<file path="src/fbc_defs.vh">
/*
 flash bus controller constants: register offsets, field positions, timings in ns and cycles.
 assumes a 40 MHz controller clock (25 ns period).
*/
`ifndef FBC_DEFS_VH
`define FBC_DEFS_VH
// ==========================================
// register offsets (byte addresses)
`define FBC_CTRL_OFF 4'h0
`define FBC_ADDR_OFF 4'h4
`define FBC_DATA_OFF 4'h8
`define FBC_STAT_OFF 4'hC
// ==========================================
// control fields
`define FBC_CTRL_GO 0
`define FBC_CTRL_OP_LO 1
`define FBC_CTRL_OP_HI 3
`define FBC_CTRL_PROT 4
`define FBC_CTRL_UNPROT 5
`define FBC_CTRL_UNLOCK 6
// commands
`define FBC_OP_READ 3'h0
`define FBC_OP_WRITE 3'h1
`define FBC_OP_RESET 3'h2
`define FBC_OP_STANDBY 3'h3
// status fields
`define FBC_STAT_BUSY 0
`define FBC_STAT_RDY 1
`define FBC_STAT_DONE 2
// ==========================================
// timing in ns and derived cycles
`define FBC_CLK_NS 25
`define FBC_T_RP_NS 500
`define FBC_T_RH_NS 50
`define FBC_T_RPD_NS 20000
`define FBC_T_WC_NS 70
`define FBC_T_WP_NS 35
`define FBC_T_WPH_NS 30
`define FBC_T_ACC_NS 70
`define FBC_T_RSP_NS 4000
`define FBC_T_READY_NS 20000
`define FBC_CYC(ns) (((ns) + `FBC_CLK_NS - 1) / `FBC_CLK_NS)
`endif

</file>
<file path="src/fbc_ctrl.v">
/*
 flash bus controller: drives chip select, output enable, write strobe, address, data
 and reset pins of an asynchronous parallel flash; ordered over axi4-lite.
 assumes ready_busy_n and dq inputs are asynchronous and get synchronised here.
*/
`include "fbc_defs.vh"
`timescale 1ns/10ps
`default_nettype none
// Notes on behaviour
// - reset pulse held low at least 500 ns.
// - wait at least 50 ns after reset release before a read.
// - hold reset low at least 20 us for standby.
// - write cycles spaced by at least the write cycle time.
// - no extra delay from output enable high to write strobe low.
// - write strobe stays high at least 30 ns between strobes.
// - next operation may start as soon as ready shows.
// - status reads delimited by output enable or chip select.
// - elevated unlock voltage held 4 us before the first write.
// - protect uses line six low, line one high, line zero low.
// - unprotect uses line six high, line one high, line zero low.
module fbc_ctrl #(
  parameter AW = 21,
  parameter T_WC_NS = `FBC_T_WC_NS,
  parameter RPD_CYC = `FBC_CYC(`FBC_T_RPD_NS),
  parameter READY_CYC = `FBC_CYC(`FBC_T_READY_NS)
)(
  input wire aclk,
  input wire aresetn,
  input wire [3:0] s_axi_awaddr,
  input wire s_axi_awvalid,
  output wire s_axi_awready,
  input wire [31:0] s_axi_wdata,
  input wire [3:0] s_axi_wstrb,
  input wire s_axi_wvalid,
  output wire s_axi_wready,
  output reg [1:0] s_axi_bresp,
  output reg s_axi_bvalid,
  input wire s_axi_bready,
  input wire [3:0] s_axi_araddr,
  input wire s_axi_arvalid,
  output wire s_axi_arready,
  output reg [31:0] s_axi_rdata,
  output reg [1:0] s_axi_rresp,
  output reg s_axi_rvalid,
  input wire s_axi_rready,
  output reg chip_select_n,
  output reg output_enable_n,
  output reg write_strobe_n,
  output reg hw_reset_n,
  output reg elevated_unlock_voltage,
  output reg [AW-1:0] flash_addr,
  output reg [7:0] dq_out,
  output reg dq_oe,
  input wire [7:0] dq_in,
  input wire ready_busy_n
);
// ==========================================
// timing counts
localparam [23:0] WC_CYC = (T_WC_NS + `FBC_CLK_NS - 1) / `FBC_CLK_NS;
localparam [23:0] WP_CYC = `FBC_CYC(`FBC_T_WP_NS);
localparam [23:0] WPH_CYC = `FBC_CYC(`FBC_T_WPH_NS);
localparam [23:0] RP_CYC = `FBC_CYC(`FBC_T_RP_NS);
localparam [23:0] RH_CYC = `FBC_CYC(`FBC_T_RH_NS);
localparam [23:0] ACC_CYC = `FBC_CYC(`FBC_T_ACC_NS) + 24'h000001;
localparam [23:0] RSP_CYC = `FBC_CYC(`FBC_T_RSP_NS);
localparam [23:0] RPD_C = RPD_CYC;
localparam [23:0] READY_C = READY_CYC;
// states
localparam [2:0] S_IDLE = 3'h0;
localparam [2:0] S_RD = 3'h1;
localparam [2:0] S_WLOW = 3'h2;
localparam [2:0] S_WHIGH = 3'h3;
localparam [2:0] S_RST = 3'h4;
localparam [2:0] S_RREC = 3'h5;
localparam [2:0] S_UNLK = 3'h6;
// ==========================================
// synchronisers
reg [1:0] rb_sync_reg;
reg [7:0] dq_s1_reg;
reg [7:0] dq_s2_reg;
always @(posedge aclk)
begin
  rb_sync_reg <= {rb_sync_reg[0], ready_busy_n};
  dq_s1_reg <= dq_in;
  dq_s2_reg <= dq_s1_reg;
end
wire dev_ready = rb_sync_reg[1];
// ==========================================
// register file and bus slave
reg [6:0] ctrl_reg;
reg [AW-1:0] addr_reg;
reg [7:0] wdata_reg;
reg [7:0] rdata_reg;
reg done_reg;
reg [2:0] state_reg;
reg [23:0] cnt_reg;
reg aw_got_reg;
reg w_got_reg;
reg [3:0] aw_addr_reg;
reg [31:0] w_data_reg;
wire busy = (state_reg != S_IDLE);
assign s_axi_awready = !aw_got_reg && !s_axi_bvalid;
assign s_axi_wready = !w_got_reg && !s_axi_bvalid;
assign s_axi_arready = !s_axi_rvalid;
wire aw_now = aw_got_reg || s_axi_awvalid;
wire w_now = w_got_reg || s_axi_wvalid;
wire [3:0] wa = aw_got_reg ? aw_addr_reg : s_axi_awaddr;
wire [31:0] wd = w_got_reg ? w_data_reg : s_axi_wdata;
wire wr_fire = aw_now && w_now && !s_axi_bvalid;
wire go_pulse = wr_fire && (wa == `FBC_CTRL_OFF) && wd[`FBC_CTRL_GO] && !busy;
always @(posedge aclk)
begin
  if (!aresetn)
  begin
    aw_got_reg <= 1'b0;
    w_got_reg <= 1'b0;
    aw_addr_reg <= 4'h0;
    w_data_reg <= 32'h00000000;
    s_axi_bvalid <= 1'b0;
    s_axi_bresp <= 2'h0;
    s_axi_rvalid <= 1'b0;
    s_axi_rresp <= 2'h0;
    s_axi_rdata <= 32'h00000000;
    ctrl_reg <= 7'h00;
    addr_reg <= {AW{1'b0}};
    wdata_reg <= 8'h00;
  end
  else
  begin
    if (s_axi_bvalid && s_axi_bready)
      s_axi_bvalid <= 1'b0;
    if (wr_fire)
    begin
      aw_got_reg <= 1'b0;
      w_got_reg <= 1'b0;
      s_axi_bvalid <= 1'b1;
      s_axi_bresp <= 2'h0;
      case (wa)
        `FBC_CTRL_OFF: if (!busy && s_axi_wstrb[0]) ctrl_reg <= wd[6:0];
        `FBC_ADDR_OFF: if (!busy) addr_reg <= wd[AW-1:0];
        `FBC_DATA_OFF: if (!busy && s_axi_wstrb[0]) wdata_reg <= wd[7:0];
        `FBC_STAT_OFF: s_axi_bresp <= 2'h0;
        default: s_axi_bresp <= 2'h2;
      endcase
    end
    else
    begin
      if (s_axi_awvalid && s_axi_awready)
      begin
        aw_got_reg <= 1'b1;
        aw_addr_reg <= s_axi_awaddr;
      end
      if (s_axi_wvalid && s_axi_wready)
      begin
        w_got_reg <= 1'b1;
        w_data_reg <= s_axi_wdata;
      end
    end
    if (s_axi_rvalid && s_axi_rready)
      s_axi_rvalid <= 1'b0;
    else if (s_axi_arvalid && !s_axi_rvalid)
    begin
      s_axi_rvalid <= 1'b1;
      s_axi_rresp <= 2'h0;
      case (s_axi_araddr)
        `FBC_CTRL_OFF: s_axi_rdata <= {25'h0000000, ctrl_reg};
        `FBC_ADDR_OFF: s_axi_rdata <= {{(32-AW){1'b0}}, addr_reg};
        `FBC_DATA_OFF: s_axi_rdata <= {24'h000000, rdata_reg};
        `FBC_STAT_OFF: s_axi_rdata <= {29'h00000000, done_reg, dev_ready, busy};
        default:
        begin
          s_axi_rdata <= 32'h00000000;
          s_axi_rresp <= 2'h2;
        end
      endcase
    end
  end
end
// ==========================================
// pin sequencer
reg wr_seen_reg;
always @(posedge aclk)
begin
  if (!aresetn)
  begin
    state_reg <= S_IDLE;
    cnt_reg <= 24'h000000;
    done_reg <= 1'b0;
    rdata_reg <= 8'h00;
    wr_seen_reg <= 1'b0;
    chip_select_n <= 1'b1;
    output_enable_n <= 1'b1;
    write_strobe_n <= 1'b1;
    hw_reset_n <= 1'b1;
    elevated_unlock_voltage <= 1'b0;
    flash_addr <= {AW{1'b0}};
    dq_out <= 8'h00;
    dq_oe <= 1'b0;
  end
  else
  begin
    if (wr_fire && wa == `FBC_STAT_OFF && wd[`FBC_STAT_DONE])
      done_reg <= 1'b0;
    // shared down-counter; a state that reloads it overrides this step
    if (cnt_reg != 24'h000000)
      cnt_reg <= cnt_reg - 24'h000001;
    case (state_reg)
      S_IDLE:
      begin
        elevated_unlock_voltage <= ctrl_reg[`FBC_CTRL_UNLOCK];
        if (!ctrl_reg[`FBC_CTRL_UNLOCK])
          wr_seen_reg <= 1'b0;
        if (go_pulse)
        begin
          done_reg <= 1'b0;
          flash_addr <= addr_reg;
          if (wd[`FBC_CTRL_PROT] || wd[`FBC_CTRL_UNPROT])
          begin
            flash_addr[6] <= wd[`FBC_CTRL_UNPROT];
            flash_addr[1] <= 1'b1;
            flash_addr[0] <= 1'b0;
          end
          case (wd[`FBC_CTRL_OP_HI:`FBC_CTRL_OP_LO])
            `FBC_OP_READ:
            begin
              chip_select_n <= 1'b0;
              output_enable_n <= 1'b0;
              cnt_reg <= ACC_CYC;
              state_reg <= S_RD;
            end
            `FBC_OP_WRITE:
            begin
              dq_out <= wdata_reg;
              dq_oe <= 1'b1;
              chip_select_n <= 1'b0;
              if (wd[`FBC_CTRL_UNLOCK] && !wr_seen_reg)
              begin
                elevated_unlock_voltage <= 1'b1;
                cnt_reg <= RSP_CYC;
                state_reg <= S_UNLK;
              end
              else
              begin
                write_strobe_n <= 1'b0;
                cnt_reg <= WP_CYC;
                state_reg <= S_WLOW;
              end
            end
            `FBC_OP_RESET:
            begin
              hw_reset_n <= 1'b0;
              cnt_reg <= RP_CYC;
              state_reg <= S_RST;
            end
            default:
            begin
              hw_reset_n <= 1'b0;
              cnt_reg <= RPD_C;
              state_reg <= S_RST;
            end
          endcase
        end
      end
      S_RD:
      begin
        if (cnt_reg <= 24'h000001)
        begin
          rdata_reg <= dq_s2_reg;
          chip_select_n <= 1'b1;
          output_enable_n <= 1'b1;
          done_reg <= 1'b1;
          state_reg <= S_IDLE;
        end
      end
      S_UNLK:
      begin
        if (cnt_reg <= 24'h000001)
        begin
          wr_seen_reg <= 1'b1;
          write_strobe_n <= 1'b0;
          cnt_reg <= WP_CYC;
          state_reg <= S_WLOW;
        end
      end
      S_WLOW:
      begin
        if (cnt_reg <= 24'h000001)
        begin
          write_strobe_n <= 1'b1;
          cnt_reg <= (WC_CYC > WP_CYC + WPH_CYC) ? WC_CYC - WP_CYC : WPH_CYC;
          state_reg <= S_WHIGH;
        end
      end
      S_WHIGH:
      begin
        chip_select_n <= 1'b1;
        dq_oe <= 1'b0;
        if (cnt_reg <= 24'h000001)
        begin
          done_reg <= 1'b1;
          state_reg <= S_IDLE;
        end
      end
      S_RST:
      begin
        if (cnt_reg <= 24'h000001)
        begin
          hw_reset_n <= 1'b1;
          cnt_reg <= dev_ready ? RH_CYC : READY_C;
          state_reg <= S_RREC;
        end
      end
      S_RREC:
      begin
        if (cnt_reg <= 24'h000001 || (dev_ready && cnt_reg <= RH_CYC))
        begin
          done_reg <= 1'b1;
          state_reg <= S_IDLE;
        end
      end
      default:
        state_reg <= S_IDLE;
    endcase
  end
end
endmodule
`default_nettype wire

</file>
<file path="config.mk">
export PLATFORM = sky130hd
export DESIGN_NAME = fbc_ctrl
export DESIGN_NICKNAME = d
export VERILOG_FILES = /design/src/fbc_ctrl.v
export VERILOG_INCLUDE_DIRS = /design/src
export SDC_FILE = /design/constraint.sdc
export NUM_CORES = 1
export LEC_CHECK = 0
export BUFFER_PORTS_ARGS = -buffer_cell sky130_fd_sc_hd__clkbuf_2
export CAP_MARGIN = 40
export CORE_UTILIZATION = 45
export CTS_CLUSTER_DIAMETER = 30
export CTS_CLUSTER_SIZE = 25
export DETAILED_ROUTE_END_ITERATION = 8
export PLACE_DENSITY = 0.8
export SYNTH_ARGS = -nofsm -noshare
export SYNTH_HDL_FRONTEND = slang
export SYNTH_SLANG_ARGS = --single-unit
</file>
<file path="constraint.sdc">
create_clock -name aclk -period 2.2 [get_ports aclk]
set_input_delay 0.33 -clock aclk [delete_from_list [all_inputs] [get_ports aclk]]
set_output_delay 0.33 -clock aclk [all_outputs]
set_load 0.02 [all_outputs]
</file>
==> impl_metrics.env <==
export IMPL_hold_violations=0
export IMPL_power_frac_seq_pct=36.6
export IMPL_grt_overflow=0
export IMPL_drv_slew=0
export IMPL_fin_crit_sh_pct=114
export IMPL_synth_edf_count=0
export IMPL_p_per_area_nw_per_um2=1080
export IMPL_cpPeakStageDelay_ps=530
export IMPL_crit_path_end_kind="flip-flop"
export IMPL_max_slew_margin_rel_pct=64.4
export IMPL_ant_nets=0
export IMPL_sw_frac_of_total_pct=32.2
export IMPL_die_x_um=128
export IMPL_cp_num_buf_inv=4
export IMPL_netlist_area_sq_um=7140
export IMPL_final_common_cell="dfxtp_1"
export IMPL_yosys_warnings=0
export IMPL_worst_skew_pair_late_latency_ps=440
export IMPL_crit_required_ps=2520
export IMPL_grt_max_degree=55
export IMPL_finalCriticalPeriod_ps=2510
export IMPL_yosysSeqAreaShare_pct=49.9
export IMPL_crit_top_cell="buf_6"
export IMPL_clk_pin_slew_worst_paths_ps=70
export IMPL_synthCells=800
export IMPL_antenna_found_initial=0
export IMPL_dr_wl_met3_um=1200
export IMPL_drt_iter0_markers=510
export IMPL_grt_first_pass_wirelength_um=30700
export IMPL_p_switching_w=0.00322
export IMPL_diodes=0
export IMPL_initial_core_util_pct=46.6
export IMPL_ys_seq_elements=178
export IMPL_portBuffers=108
export IMPL_avgViaCountPerCell=5.49
export IMPL_post_route_drc_count=0
export IMPL_die_area_sq_um=16400
export IMPL_layout_cells_non_filler=1192
export IMPL_placed_area_sq_um=8300
export IMPL_leakage_nw=3.64
export IMPL_final_layout_size_suffix_gt1_share_pct=26.9
export IMPL_largest_reg_flops=24
export IMPL_wl_met2_um=9320
export IMPL_hp_class="in -> reg"
export IMPL_cts_buffers=17
export IMPL_cp_arrival_ps=2830
export IMPL_cts_buffer_depth=2
export IMPL_ctsHtreeMaxLevel=4
export IMPL_rsz0062_at_grt="yes"
export IMPL_fp_row_count=45
export IMPL_highest_layer="met4"
export IMPL_fin_ws_ps=-314
export IMPL_p_int_w=0.00677
export IMPL_worst_setup_path_start_kind="flip-flop"
export IMPL_ys_types=61
export IMPL_finish_net_count=1031
export IMPL_place_congestion=0.929
export IMPL_core_area_sq_um=15300
export IMPL_die_height_um=128
export IMPL_async_flop_share_pct=0
export IMPL_reg2reg_slack_ps=-310
export IMPL_avgSynthCellArea_sq_um=8.92
export IMPL_path_class="reg -> reg"
export IMPL_cp_max_fo=7
export IMPL_boundaryPins=136
export IMPL_final_cell_mix="176 x dfxtp_1, 114 x nor2_1, 112 x nand2_1"
export IMPL_finClkSkew_ps=16.6
export IMPL_wl_per_cell_um=16.7
export IMPL_setup_viol=37
export IMPL_fin_area_sq_um=9280
export IMPL_ir_drop_mv=0.621
export IMPL_cpLargestDelayFamily="simple AND/OR/NAND/NOR gates"
export IMPL_cts_tree="yes"
export IMPL_outcome="complete, but fails checks"
export IMPL_cts_root_buffer="clkbuf_16"
export IMPL_crit_chain="or4_4 > or2_4 > buf_6 > buf_6 > o41a_1 > o31ai_4 > buf_6 > buf_8 > nor2_2"
export IMPL_wirelength_um=19900
export IMPL_violations="setup timing"
export IMPL_clkPwrFrac_pct=31.3
export IMPL_dr_pass1_iters=6
export IMPL_worst_pin_slew_ps=529
export IMPL_fill_cells=1276
export IMPL_grt_pass1_vias=6085
export IMPL_maxCapViolCount=0
export IMPL_synthFlopType="dfxtp_1"
export IMPL_p_comb_share_pct=32.1
export IMPL_area_delta_synth_final_pct=30.0
export IMPL_vias=6550
export IMPL_dp_hpwl_um=13200
export IMPL_max_freq_mhz=398
export IMPL_dp_cells=1141
export IMPL_track_usage_pct=24.1
export IMPL_m1WireLength_um=8620
export IMPL_cts_sinks=178
export IMPL_worst_path_max_delay_cell="or4_4"
==> power by group through the flow <==
stage               Sequential (W)  Combinational, W  Clock (W)
global route               0.00368           0.00347    0.00328
floorplan                  0.00371           0.00165          0
CTS                        0.00364           0.00269    0.00315
detailed placement         0.00371           0.00261          0
global placement           0.00370           0.00255          0
finish                     0.00366           0.00320    0.00312
==> stage by stage <==
stage / util, % / hold WS, ps / setup TNS [ps] / power (W) / setup WS [ps]
6_report: 60.6 / 87.7 / -8030 / 0.00998 / -314
5_1_grt: 60.6 / 86.1 / -9970 / 0.0104 / -355
4_1_cts: 58.9 / 14.0 / -4780 / 0.00948 / -256
3_5_place_dp: 54.2 / 312 / -4820 / 0.00632 / -225
3_3_place_gp: 54.2 / 312 / -3450 / 0.00624 / -172
2_1_floorplan: - / 310 / -2210 / 0.00536 / -249
==> worst reg2reg max path, stage by stage (launching register included) <==
cell,delay [ps]
dfxtp_2,320
or4_4,530
or2_4,250
buf_6,110
buf_6,120
o41a_1,370
o31ai_4,360
buf_6,170
buf_8,130
nor2_2,50
==> worst paths after layout <==
path | endpoint | start | depth (start not counted)
max | cnt_reg[17] | cnt_reg[10] | 9
min | s_axi_rvalid | s_axi_rready | 2
max reg2reg | cnt_reg[17] | cnt_reg[10] | 9
min reg2reg | dq_s2_reg[5] | dq_s1_reg[5] | 0
==> cell usage after synthesis, drive strengths merged, types with 3 or more instances <==
| library cell | number | area share (%) |
|---|---|---|
| ha | 3 | 0.53 |
| a22oi | 21 | 2.2 |
| clkbuf | 38 | 2.0 |
| xor2 | 7 | 0.86 |
| inv | 7 | 0.37 |
| a21oi | 60 | 4.2 |
| mux2 | 6 | 0.95 |
| nand3b | 3 | 0.32 |
| nand2b | 4 | 0.35 |
| and3 | 3 | 0.26 |
| mux2i | 50 | 7.0 |
| buf | 23 | 2.2 |
| nand4 | 3 | 0.26 |
| nor3 | 22 | 1.5 |
| dfxtp | 178 | 50 |
| a211oi | 39 | 4.1 |
| nor4 | 13 | 1.2 |
| or2 | 3 | 0.26 |
| o21ai | 19 | 1.3 |
| mux4 | 3 | 0.95 |
| nand2 | 112 | 5.9 |
| nand3 | 5 | 0.35 |
| o31ai | 5 | 0.53 |
| and2 | 3 | 0.26 |
| or3 | 8 | 0.70 |
| nor2 | 120 | 6.3 |
| xnor2 | 7 | 0.86 |
==> cell type report <==
type	instances	area, sq um	share of cell area, %
sequential	178	3570	38.4
timing repair buffer	198	1350	14.5
inverter	8	32.5	0.350
clock inverter	14	178	1.91
clock buffer	18	429	4.62
multi-input combinational	565	3460	37.3
tap	211	264	2.84
==> repair_timing <==
action	CTS	global route
endpoints found under the setup margin	34	67
hold buffers	8	1
pin swaps	1	17
gates resized for setup	8	40
cloned	1	1
setup buffers	1	9
endpoints found under the hold margin	8	1
==> logic make-up after synthesis <==
group	share of synthesized area, %
buf+inv	4.59
compound gates	15.1
xor+xnor	1.72
flops	49.9
other cells	0.0525
mux	8.90
simple gates	19.2
fa+ha+maj	0.526
==> layer usage <==
layer  up-vias  track usage [%]
met3        62             5.22
met1      3111             31.7
met2       244             37.7
met5         -                0
met4         0             11.2
li1       3133                -
(Power assumes the default switching activity.)
